### src/design/sgc_pkg.sv
// package: register map, reset values and timing constants of the global control bank
package sgc_pkg;
    localparam logic [7:0] SGC_OFF_STORM_HIGH = 8'h06;
    localparam logic [7:0] SGC_OFF_STORM_LOW = 8'h07;
    localparam logic [7:0] SGC_OFF_TEST_A = 8'h08;
    localparam logic [7:0] SGC_OFF_TEST_B = 8'h09;
    localparam logic [7:0] SGC_OFF_TEST_C = 8'h0a;
    localparam logic [7:0] SGC_OFF_CLK_SEL = 8'h0b;
    localparam logic [7:0] SGC_OFF_PRIO_MAP = 8'h0c;

    localparam logic [2:0] SGC_RST_STORM_HIGH = 3'h0;
    localparam logic [7:0] SGC_RST_STORM_LOW = 8'h63;
    localparam logic [7:0] SGC_RST_TEST_A = 8'h00;
    localparam logic [7:0] SGC_RST_TEST_B = 8'h24;
    localparam logic [7:0] SGC_RST_TEST_C = 8'h35;
    localparam logic [1:0] SGC_RST_CLK_SEL = 2'h2;
    localparam logic [5:0] SGC_RST_CLK_RSVD = 6'h08;
    localparam logic [7:0] SGC_RST_PRIO_MAP = 8'h50;

    localparam int SGC_STORM_HIGH_MSB = 2;
    localparam int SGC_CLK_SEL_LSB = 6;
    localparam int SGC_PCP3_LSB = 6;
    localparam int SGC_PCP2_LSB = 4;
    localparam int SGC_PCP1_LSB = 2;
    localparam int SGC_PCP0_LSB = 0;

    localparam logic [1:0] SGC_CLK_31M25 = 2'h0;
    localparam logic [1:0] SGC_CLK_62M5 = 2'h1;
    localparam logic [1:0] SGC_CLK_125M = 2'h2;

    localparam int SGC_BLOCK_BYTES = 64;
    localparam longint SGC_CLK_PERIOD_PS = 5000;
    localparam longint SGC_PERIOD_100M_MS = 67;
    localparam longint SGC_PERIOD_10M_MS = 500;
    localparam longint SGC_CYC_100M = SGC_PERIOD_100M_MS * 1000000000 / SGC_CLK_PERIOD_PS;
    localparam longint SGC_CYC_10M = SGC_PERIOD_10M_MS * 1000000000 / SGC_CLK_PERIOD_PS;
endpackage

### src/design/sgc_port_meter.sv
// per-port broadcast block counter with period timer
`timescale 1ns/100ps
`default_nettype none
module sgc_port_meter
    import sgc_pkg::*;
#(
    parameter int TIMER_W = 27,
    parameter longint CYC_100M = SGC_CYC_100M,
    parameter longint CYC_10M = SGC_CYC_10M
) (
    input wire logic clk,
    input wire logic reset,
    input wire logic speed_10m,
    input wire logic [10:0] threshold,
    input wire logic bcast_block,
    output logic over_limit
);
    // elaboration check: both periods must fit the timer, or the truncated end count cuts the period short
    if (TIMER_W < 1 || TIMER_W > 63 || CYC_100M < 1 || CYC_10M < 1 ||
            CYC_100M >= (64'h1 << TIMER_W) || CYC_10M >= (64'h1 << TIMER_W)) begin : g_bad_timer
        $error("sgc_port_meter: timer width too small");
    end

    logic [TIMER_W-1:0] timer_reg, timer_next;
    logic [10:0] count_reg, count_next;
    logic [TIMER_W-1:0] last_cyc;

    // period length follows current link speed
    always_comb begin
        last_cyc = speed_10m ? TIMER_W'(CYC_10M - 1) : TIMER_W'(CYC_100M - 1);
        timer_next = timer_reg + 1'b1;
        count_next = count_reg;
        if (timer_reg >= last_cyc) begin
            timer_next = '0;
            count_next = '0;
        end else if (bcast_block && count_reg < threshold) begin
            count_next = count_reg + 11'h001;
        end
    end

    always_ff @(posedge clk) begin
        if (reset) begin
            timer_reg <= '0;
            count_reg <= '0;
        end else begin
            timer_reg <= timer_next;
            count_reg <= count_next;
        end
    end

    // a block is dropped once the allowance is used up
    assign over_limit = (count_reg >= threshold);
endmodule
`default_nettype wire

### src/design/sgc_regs.sv
// global control registers: storm threshold, test regs, clock select, priority map
//
// Notes on behaviour
// - the 11-bit storm threshold joins bits 2-0 of the high register above bits 7-0 of the low one.
// - the threshold counts 64-byte blocks of packet data allowed per input port per period.
// - the period is 67 ms at 100 Mbps and 500 ms at 10 Mbps.
// - the threshold resets to 0x63 with its upper three bits at 000.
// - three read-only test registers read 0x00, 0x24 and 0x35 and software leaves them alone.
// - the cpu clock selector picks 31.25, 62.5 or 125 MHz for codes 00, 01, 10 and resets to 10.
// - tag values 3, 2, 1 map through two-bit fields that reset to 01, 01, 00.
// - tag value 0 maps through bits 1-0, which reset to 00.
`timescale 1ns/100ps
`default_nettype none
module sgc_regs
    import sgc_pkg::*;
#(
    parameter int NUM_PORTS = 3,
    parameter int TIMER_W = 27,
    parameter longint CYC_100M = SGC_CYC_100M,
    parameter longint CYC_10M = SGC_CYC_10M
) (
    input wire logic clk,
    input wire logic reset,
    input wire logic [7:0] reg_addr,
    input wire logic [7:0] reg_wdata,
    input wire logic reg_wr,
    input wire logic reg_rd,
    output logic [7:0] reg_rdata,
    input wire logic [NUM_PORTS-1:0] port_speed_10m,
    input wire logic [NUM_PORTS-1:0] bcast_block,
    output logic [NUM_PORTS-1:0] bcast_drop,
    input wire logic [2:0] frame_pcp,
    output logic [1:0] frame_priority,
    output logic [1:0] cpu_clk_sel,
    output logic [10:0] storm_threshold
);
    if (NUM_PORTS < 1) begin : g_bad_ports
        $error("sgc_regs: NUM_PORTS must be at least 1");
    end

    // ----------------------------------------------------------------
    // register state
    // ----------------------------------------------------------------
    logic [2:0] storm_high_reg, storm_high_next;
    logic [7:0] storm_low_reg, storm_low_next;
    logic [1:0] clk_sel_reg, clk_sel_next;
    logic [7:0] prio_map_reg, prio_map_next;
    logic [7:0] rdata_reg, rdata_next;
    logic [1:0] prio_reg, prio_next;
    logic [NUM_PORTS-1:0] drop_reg, drop_next;
    logic [NUM_PORTS-1:0] over_limit;
    logic [10:0] threshold;

    function automatic logic [1:0] map_field(input logic [7:0] map, input int lsb);
        map_field = map[lsb +: 2];
    endfunction

    assign threshold = {storm_high_reg, storm_low_reg};

    // writes; test regs and reserved select bits have no storage so writes vanish
    always_comb begin
        storm_high_next = storm_high_reg;
        storm_low_next = storm_low_reg;
        clk_sel_next = clk_sel_reg;
        prio_map_next = prio_map_reg;
        if (reg_wr) begin
            case (reg_addr)
                SGC_OFF_STORM_HIGH: storm_high_next = reg_wdata[SGC_STORM_HIGH_MSB:0];
                SGC_OFF_STORM_LOW: storm_low_next = reg_wdata;
                SGC_OFF_CLK_SEL: clk_sel_next = reg_wdata[SGC_CLK_SEL_LSB +: 2];
                SGC_OFF_PRIO_MAP: prio_map_next = reg_wdata;
                default: storm_high_next = storm_high_reg;
            endcase
        end
    end

    // ----------------------------------------------------------------
    // read path, one cycle after the strobe; unmapped offsets read zero
    // ----------------------------------------------------------------
    always_comb begin
        rdata_next = rdata_reg;
        if (reg_rd) begin
            case (reg_addr)
                SGC_OFF_STORM_HIGH: rdata_next = {5'h00, storm_high_reg};
                SGC_OFF_STORM_LOW: rdata_next = storm_low_reg;
                SGC_OFF_TEST_A: rdata_next = SGC_RST_TEST_A;
                SGC_OFF_TEST_B: rdata_next = SGC_RST_TEST_B;
                SGC_OFF_TEST_C: rdata_next = SGC_RST_TEST_C;
                SGC_OFF_CLK_SEL: rdata_next = {clk_sel_reg, SGC_RST_CLK_RSVD};
                SGC_OFF_PRIO_MAP: rdata_next = prio_map_reg;
                default: rdata_next = 8'h00;
            endcase
        end
    end

    // ----------------------------------------------------------------
    // priority lookup for the low tag values
    // ----------------------------------------------------------------
    always_comb begin
        case (frame_pcp)
            3'h3: prio_next = map_field(prio_map_reg, SGC_PCP3_LSB);
            3'h2: prio_next = map_field(prio_map_reg, SGC_PCP2_LSB);
            3'h1: prio_next = map_field(prio_map_reg, SGC_PCP1_LSB);
            3'h0: prio_next = map_field(prio_map_reg, SGC_PCP0_LSB);
            // higher tags belong to the next register, not held here
            default: prio_next = 2'h0;
        endcase
        drop_next = bcast_block & over_limit;
    end

    always_ff @(posedge clk) begin
        if (reset) begin
            storm_high_reg <= SGC_RST_STORM_HIGH;
            storm_low_reg <= SGC_RST_STORM_LOW;
            clk_sel_reg <= SGC_RST_CLK_SEL;
            prio_map_reg <= SGC_RST_PRIO_MAP;
            rdata_reg <= 8'h00;
            prio_reg <= 2'h0;
            drop_reg <= '0;
        end else begin
            storm_high_reg <= storm_high_next;
            storm_low_reg <= storm_low_next;
            clk_sel_reg <= clk_sel_next;
            prio_map_reg <= prio_map_next;
            rdata_reg <= rdata_next;
            prio_reg <= prio_next;
            drop_reg <= drop_next;
        end
    end

    // ----------------------------------------------------------------
    // per-port meters
    // ----------------------------------------------------------------
    for (genvar p = 0; p < NUM_PORTS; p++) begin : g_meter
        sgc_port_meter #(
            .TIMER_W(TIMER_W),
            .CYC_100M(CYC_100M),
            .CYC_10M(CYC_10M)
        ) u_meter (
            .clk(clk),
            .reset(reset),
            .speed_10m(port_speed_10m[p]),
            .threshold(threshold),
            .bcast_block(bcast_block[p]),
            .over_limit(over_limit[p])
        );
    end

    assign reg_rdata = rdata_reg;
    assign frame_priority = prio_reg;
    assign bcast_drop = drop_reg;
    assign cpu_clk_sel = clk_sel_reg;
    assign storm_threshold = threshold;

    // ----------------------------------------------------------------
    // checks
    // ----------------------------------------------------------------
    a_storm_low_write: assert property (@(posedge clk) disable iff (reset)
        reg_wr && reg_addr == SGC_OFF_STORM_LOW |=> storm_threshold[7:0] == $past(reg_wdata))
        else $error("low threshold byte not written");
    a_storm_high_write: assert property (@(posedge clk) disable iff (reset)
        reg_wr && reg_addr == SGC_OFF_STORM_HIGH |=>
        storm_threshold[10:8] == $past(reg_wdata[2:0]))
        else $error("high threshold bits not written");
    a_reset_values: assert property (@(posedge clk)
        reset |=> storm_threshold == 11'h063 && cpu_clk_sel == 2'h2)
        else $error("wrong reset value");
    a_test_reg_read: assert property (@(posedge clk) disable iff (reset)
        reg_rd && reg_addr == SGC_OFF_TEST_B |=> reg_rdata == 8'h24)
        else $error("test register b misread");
    a_clk_rsvd_read: assert property (@(posedge clk) disable iff (reset)
        reg_rd && reg_addr == SGC_OFF_CLK_SEL |=> reg_rdata[5:0] == 6'h08 &&
        reg_rdata[7:6] == $past(cpu_clk_sel))
        else $error("clock select reserved bits misread");
    a_clk_sel_write: assert property (@(posedge clk) disable iff (reset)
        reg_wr && reg_addr == SGC_OFF_CLK_SEL |=> cpu_clk_sel == $past(reg_wdata[7:6]))
        else $error("clock select not written");
    a_pcp_three_map: assert property (@(posedge clk) disable iff (reset)
        frame_pcp == 3'h3 && !reg_wr |=> frame_priority == prio_map_reg[7:6])
        else $error("tag three mapping wrong");
    a_pcp_zero_map: assert property (@(posedge clk) disable iff (reset)
        frame_pcp == 3'h0 && !reg_wr |=> frame_priority == prio_map_reg[1:0])
        else $error("tag zero mapping wrong");
    a_drop_on_limit: assert property (@(posedge clk) disable iff (reset)
        bcast_block[0] && over_limit[0] |=> bcast_drop[0])
        else $error("block over limit not dropped");
endmodule
`default_nettype wire

### config.mk
export PLATFORM = sky130hd
export DESIGN_NAME = sgc_regs
export DESIGN_NICKNAME = d
export VERILOG_FILES = /design/src/design/sgc_pkg.sv /design/src/design/sgc_port_meter.sv /design/src/design/sgc_regs.sv
export SDC_FILE = /design/constraint.sdc
export NUM_CORES = 1
export LEC_CHECK = 0
export BUFFER_PORTS_ARGS = -buffer_cell sky130_fd_sc_hd__buf_2
export CORE_ASPECT_RATIO = 0.5
export CORE_MARGIN = 3
export CORE_UTILIZATION = 60
export DETAILED_ROUTE_END_ITERATION = 12
export GPL_ROUTABILITY_DRIVEN = 0
export GPL_TIMING_DRIVEN = 0
export PLACE_DENSITY = 0.79
export SYNTH_ARGS = -nofsm -noshare
export SYNTH_HDL_FRONTEND = slang
export SYNTH_SLANG_ARGS = --single-unit
### constraint.sdc
create_clock -name clk -period 3.12 [get_ports clk]
set_input_delay 0.468 -clock clk [delete_from_list [all_inputs] [get_ports clk]]
set_output_delay 0.468 -clock clk [all_outputs]
set_load 0.02 [all_outputs]
## Word-level counts from Yosys, hierarchy flattened

Index checks and enable logic that the tools add are counted.

| cells by class | value |
|---|---|
| magnitude comparators | 9 |
| mux-type cells | 5 |
| add/sub/neg operators | 6 |
| reduce and logical (&&, ||, !) cells | 11 |
| bitwise operators | 1 |
| eq/ne operators | 9 |

Operators with widths:

| kind | count |
|---|---|
| 27-bit by 1-bit adder with 27-bit output, second input constant | 3 |
| 27-bit greater-or-equal comparator | 3 |
| 27-bit 2-to-1 mux | 3 |
| 8-bit case mux with 6 select lines | 1 |
| 11-bit by 1-bit adder with 11-bit output, second input constant | 3 |
| 11-bit greater-or-equal comparator | 3 |
| 11-bit < comparator | 3 |
| 8-bit by 4-bit equality test with 1-bit output, second input constant | 4 |
| 8-bit by 3-bit equality test with 1-bit output, second input constant | 2 |
| 2-bit case mux with 4 select lines | 1 |
| 2-bit AND reduction | 4 |
| 3-bit by 2-bit equality test with 1-bit output, second input constant | 2 |
| 2-bit OR reduction | 3 |
| 3-bit bitwise AND | 1 |
| 3-bit by 1-bit equality test with 1-bit output, second input constant | 1 |
| 1-bit logical AND | 3 |
| 3-bit logical NOT | 1 |

| storage, ports and cells | value |
|---|---|
| logic and storage cells | 54 |
| input bits | 29 |
| flip-flop bits (word level) | 148 |
| output and inout bits | 26 |

## Depth between registers and ports, before layout

Gate-level depths: netlist of run 1.

| logic depth | value |
|---|---|
| depth after elaboration | 3 |
| depth in mapped cells | 9 |
| mapped depth without buffers | 7 |

## Modules after synthesis

From an unflattened synthesis of run 1, not the netlist that was laid out.

| unflattened totals | value |
|---|---|
| cell total of the unflattened synthesis | 999 |
| area total of the unflattened synthesis | 8,800.9 um^2 |

By module, submodules not included:

| module | area each (um^2) | times used | cells each |
|---|---|---|---|
| sgc_port_meter | 2,414.8 | 3 | 277 |
| sgc_regs | 1,556.5 | 1 | 168 |

## Worst setup path after synthesis of run 1

Ideal clock, no wire load.

| timing path | value |
|---|---|
| path kind | register -> register |
| start point | register storm_low_reg[2] |
| end point | register g_meter[2].u_meter.count_reg[10] |
| clock period less this slack | 2,377 ps |
| setup slack | 743 ps |
| library setup time | 80 ps |
| data arrival time | 2,297 ps |
| cell stages (with the launch flop) | 8 |
| required time | 3,040 ps |
| buffers on the path | 0 |
| cell sequence | dfxtp_1 > inv_1 > ha_1 > and3b_1 > a211oi_2 > o2111ai_2 > or4_1 > a211oi_2 |

| between the ends | value |
|---|---|
| longest elaborated chain between the ends | 2 |

Ends and longest elaborated chain:

| element | line | text |
|---|---|---|
| start: declaration | sgc_regs.sv:45 | `logic [7:0] storm_low_reg, storm_low_next;` |
| start signal: assignment | sgc_regs.sv:122 | `storm_low_reg <= storm_low_next;` |
| 11-bit < comparator | sgc_port_meter.sv:36 | `end else if (bcast_block && count_reg < threshold) begin` |
| 1-bit logical AND | sgc_port_meter.sv:36 |  |
| end signal: assignment | sgc_port_meter.sv:47 | `count_reg <= count_next;` |
| end: declaration | sgc_port_meter.sv:25 | `logic [10:0] count_reg, count_next;` |

No other way between the ends.
A chain may end at the register's enable or synchronous reset.

## Final worst setup path of run 1

| timing path | value |
|---|---|
| start point | register storm_high_reg[2] |
| end point | register drop_reg[2], in the netlist bcast_drop[2] |

| between the ends | value |
|---|---|
| longest elaborated chain between the ends | 2 |

Ends and longest elaborated chain:

| element | line | text |
|---|---|---|
| start: declaration | sgc_regs.sv:44 | `logic [2:0] storm_high_reg, storm_high_next;` |
| start signal: assignment | sgc_regs.sv:121 | `storm_high_reg <= storm_high_next;` |
| 11-bit greater-or-equal comparator | sgc_port_meter.sv:52 | `assign over_limit = (count_reg >= threshold);` |
| 3-bit bitwise AND | sgc_regs.sv:108 | `drop_next = bcast_block & over_limit;` |
| end signal: assignment | sgc_regs.sv:127 | `drop_reg <= drop_next;` |
| end: declaration | sgc_regs.sv:50 | `logic [NUM_PORTS-1:0] drop_reg, drop_next;` |

No other way between the ends.

==> results of run 1 <==
[area by class of cell]
cell class	instances	area share, %
Multi-Input combinational cell	752	53.3
Sequential cell	148	31.1
Clock buffer	19	4.76
Timing Repair Buffer	50	2.63
Tap cell	186	2.45
Buffer	47	2.22
Inverter	51	2.01
Clock inverter	12	1.53
[per-stage QoR]
| step | utilization [%] | instances |
|---|---|---|
| floorplan | - | 998 |
| global placement | 67.7 | 1234 |
| global route | 72.2 | 1265 |
| finish | 72.2 | 1265 |
| detailed placement | 67.7 | 1234 |
| CTS | 72.2 | 1265 |
[final timing paths]
path                                        start                         endpoint  cells past startpoint
setup / recovery                storm_high_reg[2]                    bcast_drop[2]                      9
hold / removal                       frame_pcp[2]                frame_priority[1]                      2
setup reg to reg                storm_high_reg[2]                    bcast_drop[2]                      9
hold reg to reg   g_meter[1].u_meter.timer_reg[0]  g_meter[1].u_meter.timer_reg[0]                      1
[cell usage in the layout, fill, tap and decap left out, types with 14 or more instances in the layout]
master,count
dfxtp_1,148
nand2_1,83
nor2_1,78
ha_1,75
nand3_1,63
buf_2,63
a21oi_1,61
xnor2_1,57
inv_1,49
nor3_1,48
nand4_1,28
clkbuf_1,28
or4_1,28
nor4_1,23
o31ai_1,22
o21ai_0,19
xor2_1,19
clkbuf_16,17
a211oi_1,15
and3_1,14
[per-layer routing]
layer  vias to the layer above  share of wire [%]  GRT usage (%)
met3                        39                6.0           5.13
li1                       3789                  -              -
met1                      3636                 46           34.3
met4                         0                1.8           9.22
met2                       259                 47           42.2
met5                         -                  0              0
[critical path, delay by kind of cell (launching register included)]
kind | cells | cell delay [ns]
AND/OR/NAND/NOR | 3 | 0.61
adder cells (fa/ha/maj) | 1 | 0.32
AO/OA/AOI/OAI | 2 | 0.36
flip-flops | 1 | 0.41
buffers and inverters | 3 | 0.79
[power groups by stage]
stage                     Sequential (W)  Combinational (W)  Clock, W
after floorplan                  0.00196           0.000123         0
after global placement           0.00197           0.000179         0
after detailed placement         0.00197           0.000187         0
after CTS                        0.00192           0.000190   0.00212
after global routing             0.00193           0.000214   0.00221
final                            0.00192           0.000191   0.00210
[kinds of logic (layout without fill, tap and decap cells)]
logic type / Yosys count / in the layout
simple gates: 427 / 427
compound gates: 172 / 172
flops: 148 / 148
buf+inv: 98 / 179
xor+xnor: 76 / 76
fa+ha+maj: 75 / 75
mux: 2 / 2
==> results.txt, run 1 <==
----------------------------------------------------
[Worst setup path]
  Largest fanout of any net on the critical path ... 10
  Data required time of the critical path ... 3.40 ns
  Type of the worst setup path ... flop to flop
  Cell repeated most along the worst path ... nor3_1
  Worst setup SP type ... flop
  Longest individual stage delay on the worst path ... between 0.4 and 0.5 ns
  Worst Setup End Kind ... flop
  Worst path cell trace ... inv_1 -> ha_1 -> and3_1 -> o21ai_0 -> a21oi_1 -> clkbuf_1 -> buf_2 -> nor3_1 -> nor3_1
  Register-to-register setup slack ... around 0.48 ns
  Arrival time of the worst setup path ... 2.93 ns
  Master of the slowest instance on the critical path ... dfxtp_1

[Global route]
  Pin count of the biggest net entering global routing ... 17
  Antenna violations before repair ... 0
  Overall track demand over capacity in global routing ... 25.9%
  Total grt overflow ... 0
  Number of global-route vias before repair ... 7304
  First-pass GRT wire length ... 34.2 mm

[STA]
  Number of pins exceeding their max-slew limit in the final report ... 0
  Setup repair after global routing missed its margin ... false
  Clk_skew ... approximately 0.012 ns
  Relative slew margins ... roughly 40%
  Final-report hold violation count ... 0
  Hold WS ... 0.210 ns
  Post-route worst setup slack ... approximately 0.48 ns
  Ratio of final minimum period to clock period ... between 80 and 90%
  Timing-limited maximum frequency ... roughly 380 MHz
  Setup TNS ... 0 ns
  Setup Viol. Count Final ... 0
  Minimum clock period ... 2.64 ns
  Least-Margin Pin Slew ... roughly 0.89 ns

[Layout]
  Proportion of layout cells with a drive suffix above 1 ... 10.6%
  Area taken by flip-flops and latches ... 0.00296 sq mm
  Max FFs per register ... 81
  Count of antenna diodes in the layout ... 0
  Layout Cell Area excl Fill ... 0.00951 sq mm
  Final-layout fill cell count ... between 1000 and 1500
  Fin nets ... around 1200
  Area of the multi-input gates ... 0.00507 sq mm
  Layout overhead on the synthesized area ... 12.8%

[Hold path]
  Hold/Removal Path Class ... input port to flop

[Pwr]
  Power per standard cell area ... 443 mW/mm^2
  Sequential share of power ... 45.7%
  Cell leakage power ... 3.54 nW
  Switching share of total power ... 23.9%
  Clock network power share ... 49.8%
  Internal power contribution ... 0.00321 W
  Final total power ... 0.00421 W
  Net switching component of the power ... 0.00101 W
  Power share of the combinational group ... 4.5%
  Worst ir drop on vdd ... 0.000396 V

[Routing]
  Final Routed Wirelength ... 20.3 mm
  Detailed router's first-iteration violation count ... 537
  Drt drc ... 0
  Average wire length per cell after detail routing ... about 16 um
  DR vias ... 7723
  Initial DRT Pass Iterations ... 5
  DRT antenna net count ... 0
  Ratio of routed vias to standard cells ... 6.11

[Logic synthesis]
  Post-synthesis register bit count ... 148
  Area of the mapped netlist ... 0.00843 sq mm
  Mux cell area share after synthesis ... 0.534%
  Synth area leader ... dfxtp_1
  Cell variety after synth ... 65
  Synthesis Warnings ... 0
  Share of the yosys chip area belonging to registers ... 35.1%
  Number of standard cells after synthesis ... ~1000
  Simple-Gate Fraction of Synth Area ... 26.6%
  Dominant cells by area after synthesis ... dfxtp_1, ha_1, xnor2_1
  Most numerous cell in the Yosys netlist ... dfxtp_1
  Parity-gate share of the synthesized area counting xor and xnor cells ... 7.89%
  Synth Area in Compound Gates ... 13.9%
  Fraction of synthesis flops using an asynchronous set or reset pin ... 0%
  Main combinational cell family by area after synthesis ... simple AND/OR/NAND/NOR gates
  Adder-cell share of the synthesized area ... 11.1%
  Share of the synthesized area in the top cell type ... about a third
  Mean cell area of the mapped netlist ... approximately 8.4 sq um
  Number of synthesized flops with an enable pin ... 0
  Top cell types by occurrence after synthesis ... dfxtp_1, nand2_1, nor2_1, ha_1, nand3_1
  Predominant post-synthesis flop cell ... dfxtp_1
  Number of nets in the synthesized netlist ... 1102

[Clock tree]
  Clock latency at the later pin of the worst-skew pair ... 0.43 ns
  Clock tree from TritonCTS ... yes
  CTS clk-pin slew, worst paths ... 0.07 ns
  H-tree depth reported by CTS ... 4
  Cell at the root of the clock tree ... clkbuf_16
  Total clock sinks ... 148
  Post-CTS setup-driven buffer insertion count ... 0
  Number of gates given a new drive strength after cts ... 0
  Hold buffer count at cts ... 0
  Buffer levels on the longest clock path ... 2
  Total CTS buffers ... 17

[Place]
  Dpl hpwl ... between 10 and 15 mm
  Setup slack after placement ... 0.391 ns
  Number of input and output port buffers inserted ... 50
  Total placed instance area ... 0.00891 sq mm

[Flow run]
  Number of max-capacitance violations reported ... 0

[Die]
  Area of the die ... between 0.015 and 0.02 sq mm
  Die Span X ... 174 um
  Std-Cell Rows ... 29
  Height of the die ... 89.8 um
  Top-level port count ... 55
  Std-Cell Core Area ... 0.0132 sq mm
  Effective utilization at floorplan ... 64.0%

[Run status]
  Outcome ... finished clean

----------------------------------------------------
Note: power is estimated with default switching activity, not from simulation.
==> run 2: changes to the inputs <==
clock period = 2.7 ns   (was 3.12 ns; I/O delays follow)
==> results.txt, run 2 (synthesis gave the netlist of run 1 again) <==
----------------------------------------------------
[Pwr]
  Power per standard cell area ... 512 mW/mm^2
  Worst ir drop on vdd ... 0.000462 V
  Cell leakage power ... ~3.6 nW

[Die]
  Std-Cell Core Area ... 0.0132 sq mm
  Effective utilization at floorplan ... 64.0%
  Top-level port count ... 55
  Die Span X ... 174 um
  Std-Cell Rows ... 29
  Height of the die ... 89.8 um
  Area of the die ... 0.0156 sq mm

[STA]
  Relative slew margins ... 41.9%
  Setup repair after global routing missed its margin ... true
  Clk_skew ... 0.00992 ns
  Final-report hold violation count ... 0
  Minimum clock period ... approximately 2.6 ns
  Timing-limited maximum frequency ... approximately 390 MHz
  Least-Margin Pin Slew ... 0.864 ns
  Setup Viol. Count Final ... 0
  Number of pins exceeding their max-slew limit in the final report ... 0
  Ratio of final minimum period to clock period ... 96.1%

[Worst setup path]
  Type of the worst setup path ... flop to flop
  Worst Setup End Kind ... flop
  Largest fanout of any net on the critical path ... 8
  Arrival time of the worst setup path ... 2.94 ns
  Worst setup SP type ... flop
  Data required time of the critical path ... 3.04 ns

[Routing]
  Drt drc ... 0
  Detailed router's first-iteration violation count ... 560
  DRT antenna net count ... 0
  Initial DRT Pass Iterations ... 7
  Ratio of routed vias to standard cells ... 6.10
  DR vias ... between 7000 and 8000
  Final Routed Wirelength ... 20.2 mm
  Average wire length per cell after detail routing ... 16.0 um

[Place]
  Dpl hpwl ... 14.5 mm
  Total placed instance area ... 0.00891 sq mm
  Placed insts ... 1234
  Number of input and output port buffers inserted ... 50

[Clock tree]
  Buffer levels on the longest clock path ... 2
  Post-CTS setup-driven buffer insertion count ... 0
  Clock tree from TritonCTS ... yes
  H-tree depth reported by CTS ... 4
  Total CTS buffers ... 17
  CTS clk-pin slew, worst paths ... 0.07 ns
  Total clock sinks ... 148
  Hold buffer count at cts ... 0
  Number of gates given a new drive strength after cts ... 0
  Clock latency at the later pin of the worst-skew pair ... 0.43 ns
  Cell at the root of the clock tree ... clkbuf_16

[Global route]
  First-pass GRT wire length ... approximately 34 mm
  Antenna violations before repair ... 0
  Overall track demand over capacity in global routing ... 25.9%
  Pin count of the biggest net entering global routing ... 17
  Total grt overflow ... 0
  Number of global-route vias before repair ... 7304

[Layout]
  Layout Cell Area excl Fill ... between 0.009 and 0.01 sq mm
  Cell Count, Final, Fillers Out ... 1264
  Most frequent standard cell in the layout excluding fill and tap cells ... dfxtp_1
  Layout overhead on the synthesized area ... 12.9%
  Max FFs per register ... 81
  Proportion of layout cells with a drive suffix above 1 ... a little over a tenth
  Leading cell types in the layout, fill and taps excluded ... dfxtp_1, nand2_1, nor2_1, ha_1
  Fin nets ... between 1000 and 1500
  Count of antenna diodes in the layout ... 0

[Flow run]
  Number of max-capacitance violations reported ... 0

[Hold path]
  Hold/Removal Path Class ... input port to flop

[Run status]
  Outcome ... finished clean

----------------------------------------------------
[run 2: changes by cell type in the layout (fill, tap and decap cells not counted), sizes merged]
cell    before  now
clkbuf      47   46
[run 2: final cells by class]
cell class                 instances  area [sq um]
buffer                            46           213
clock buffer                      19           453
timing repair buffer              50           250
inverter                          51           191
sequential                       148          2960
multi-input combinational        752          5070
tap                              186           233
fill                            1045          3650
clock inverter                    12           145
[run 2: power breakdown]
| part | total [W] | internal [W] | switching (W) |
|---|---|---|---|
| combinational | 0.000220 | 0.0000803 | 0.000140 |
| sequential | 0.00222 | 0.00220 | 0.0000209 |
| clock | 0.00243 | 0.00142 | 0.00100 |
[run 2: through the flow]
| stage | setup TNS [ns] | setup slack (ns) | utilization [%] | total power (W) | hold WS [ns] |
|---|---|---|---|---|---|
| 3_3_place_gp | 0 | 0.0938 | 67.7 | 0.00248 | 0.426 |
| 3_5_place_dp | 0 | 0.0337 | 67.7 | 0.00249 | 0.430 |
| 6_report | 0 | 0.105 | 72.3 | 0.00487 | 0.153 |
| 2_1_floorplan | 0 | 0.323 | - | 0.00241 | 0.411 |
| 4_1_cts | 0 | 0.101 | 72.2 | 0.00489 | 0.136 |
| 5_1_grt | -0.00819 | -0.00819 | 72.3 | 0.00503 | 0.139 |
[run 2: worst max-delay path: stages (launching register included)]
cell and delay [ns]:
dfxtp_1 0.43, inv_1 0.16, ha_1 0.38, and3b_1 0.22, a211oi_4 0.29, o2111ai_2 0.26, or4_1 0.56, a211oi_2 0.22
[run 2: layer usage]
layer	vias up	routed length (um)	GRT usage, %
li1	3791	-	-
met1	3642	9240	34.3
met2	231	9390	42.2
met3	44	1160	5.13
met4	0	410	9.22
met5	-	0	0
[run 2: worst paths after layout]
kind                                                       from                               end  slack (ns)  depth (start not counted)
worst max-delay path                           storm_low_reg[2]  g_meter[2].u_meter.count_reg[10]        0.11                          7
worst min-delay path                               frame_pcp[2]                 frame_priority[1]        0.15                          2
worst max register to register                 storm_low_reg[2]  g_meter[2].u_meter.count_reg[10]        0.11                          7
worst min register to register  g_meter[1].u_meter.timer_reg[0]   g_meter[1].u_meter.timer_reg[0]        0.44                          1
==> run 3: changes to the inputs <==
ABC_CLOCK_PERIOD_IN_PS = 2700   (was unset)
PLACE_DENSITY = 0.82   (was 0.79)
==> results.txt, run 3 (synthesis gave the netlist of run 1 again) <==
----------------------------------------------------
[STA]
  Number of pins exceeding their max-slew limit in the final report ... 0
  Setup TNS ... 0 ns
  Post-route worst setup slack ... between 0.1 and 0.15 ns
  Ratio of final minimum period to clock period ... between 90 and 100%
  Final-report hold violation count ... 0
  Minimum clock period ... 2.59 ns
  Least-Margin Pin Slew ... between 0.8 and 0.9 ns
  Clk_skew ... between 0.01 and 0.015 ns
  Setup Viol. Count Final ... 0
  Relative slew margins ... a little under half
  Timing-limited maximum frequency ... 386 MHz

[Place]
  Dpl hpwl ... about 15 mm
  Number of input and output port buffers inserted ... 50
  Setup slack after placement ... 0.00743 ns

[Routing]
  Detailed router's first-iteration violation count ... roughly 570
  DR vias ... between 7000 and 8000
  Final Routed Wirelength ... 20.8 mm
  Average wire length per cell after detail routing ... between 15 and 20 um
  Drt drc ... 0
  Initial DRT Pass Iterations ... 5
  Ratio of routed vias to standard cells ... roughly 6.2
  DRT antenna net count ... 0

[Die]
  Std-Cell Core Area ... 0.0132 sq mm
  Height of the die ... between 80 and 90 um
  Std-Cell Rows ... 29
  Die Span X ... 174 um
  Area of the die ... between 0.015 and 0.02 sq mm
  Effective utilization at floorplan ... 64.0%
  Top-level port count ... 55

[Pwr]
  Power per standard cell area ... about 510 mW/mm^2
  Net switching component of the power ... 0.00110 W
  Internal power contribution ... 0.00371 W
  Worst ir drop on vdd ... 0.000462 V
  Clock network power share ... between 40 and 50%
  Cell leakage power ... roughly 3.5 nW
  Power share of the combinational group ... 4.6%
  Switching share of total power ... 22.8%
  Sequential share of power ... approximately 46%

[Clock tree]
  Clock tree from TritonCTS ... yes
  Clock latency at the later pin of the worst-skew pair ... 0.42 ns
  Hold buffer count at cts ... 0
  CTS clk-pin slew, worst paths ... ~0.06 ns
  H-tree depth reported by CTS ... 4
  Cell at the root of the clock tree ... clkbuf_16
  Total CTS buffers ... 17
  Total clock sinks ... 148
  Buffer levels on the longest clock path ... 2

[Worst setup path]
  Crit path launch ... storm_high_reg[0]
  Type of the worst setup path ... flop to flop
  Largest fanout of any net on the critical path ... 10
  Worst setup SP type ... flop
  Data required time of the critical path ... 3.05 ns
  Worst Setup End Kind ... flop
  Arrival time of the worst setup path ... 2.94 ns
  Reg-to-Reg Start ... storm_high_reg[0]

[Global route]
  First-pass GRT wire length ... around 35 mm
  Antenna violations before repair ... 0
  Pin count of the biggest net entering global routing ... 17
  Number of global-route vias before repair ... 7533
  Total grt overflow ... 0
  Overall track demand over capacity in global routing ... 26.6%

[Layout]
  Most frequent standard cell in the layout excluding fill and tap cells ... dfxtp_1
  Layout overhead on the synthesized area ... 12.6%
  Proportion of layout cells with a drive suffix above 1 ... 10.6%
  Fin nets ... 1171
  Max FFs per register ... 81
  Leading cell types in the layout, fill and taps excluded ... dfxtp_1, nand2_1, nor2_1, ha_1
  Count of antenna diodes in the layout ... 0

[Hold path]
  Hold/Removal Path Class ... input port to flop
  Hold path start ... frame_pcp[2]

[Run status]
  Outcome ... finished clean

[Flow run]
  Number of max-capacitance violations reported ... 0

----------------------------------------------------
[run 3: final cells by class]
class	count	area (sq um)
clock inverters	10	138
plain buffers	47	216
repair buffers	50	250
flip-flops and latches	148	2960
multi-input cells	752	5070
well taps	186	233
fillers	1007	3680
clock buffers	18	429
inverters	51	191
[run 3: layer usage]
layer / vias to the layer above / global-route usage [%] / share of wire, %
met3: 49 / 6.78 / 6.1
li1: 3790 / - / -
met1: 3724 / 33.1 / 44
met2: 247 / 45.6 / 48
met5: - / 0 / 0
met4: 0 / 8.36 / 2.1
[run 3: what timing repair did]
item / 4_1_cts / 5_1_grt
setup buffers: 0 / 0
resized for setup: 0 / 9
endpoints found under the setup margin: 0 / 15
[run 3: path summary, 6_finish.rpt]
| check | endpoint | slack [ns] | cells after the start |
|---|---|---|---|
| max reg2reg | g_meter[1].u_meter.count_reg[10] | 0.11 | 8 |
| min reg2reg | g_meter[1].u_meter.timer_reg[0] | 0.45 | 1 |
| max | g_meter[1].u_meter.count_reg[10] | 0.11 | 8 |
| min | frame_priority[0] | 0.16 | 2 |
[run 3: metrics by stage]
step / instances / hold WS (ns) / area (sq um) / total power (W) / util, %
2_1_floorplan: 998 / 0.411 / 8430 / 0.00241 / -
3_3_place_gp: 1234 / 0.426 / 8910 / 0.00248 / 67.7
3_5_place_dp: 1234 / 0.432 / 8910 / 0.00249 / 67.7
4_1_cts: 1262 / 0.154 / 9480 / 0.00481 / 72.0
5_1_grt: 1262 / 0.156 / 9490 / 0.00495 / 72.1
6_report: 1262 / 0.162 / 9490 / 0.00481 / 72.1
[run 3: critical path, stage by stage, from the launching register on]
cell	delay, ns
dfxtp_1	0.41
inv_1	0.15
ha_1	0.34
a211o_1	0.30
a21oi_1	0.18
o211ai_1	0.20
clkbuf_2	0.23
or4_1	0.54
a21oi_1	0.16
[run 3: power groups by stage]
stage          Combinational (W)  Sequential, W  Clock (W)
6_report                0.000223        0.00223    0.00236
5_1_grt                 0.000251        0.00223    0.00247
4_1_cts                 0.000220        0.00223    0.00236
3_5_place_dp            0.000218        0.00227          0
3_3_place_gp            0.000206        0.00227          0
2_1_floorplan           0.000142        0.00227          0
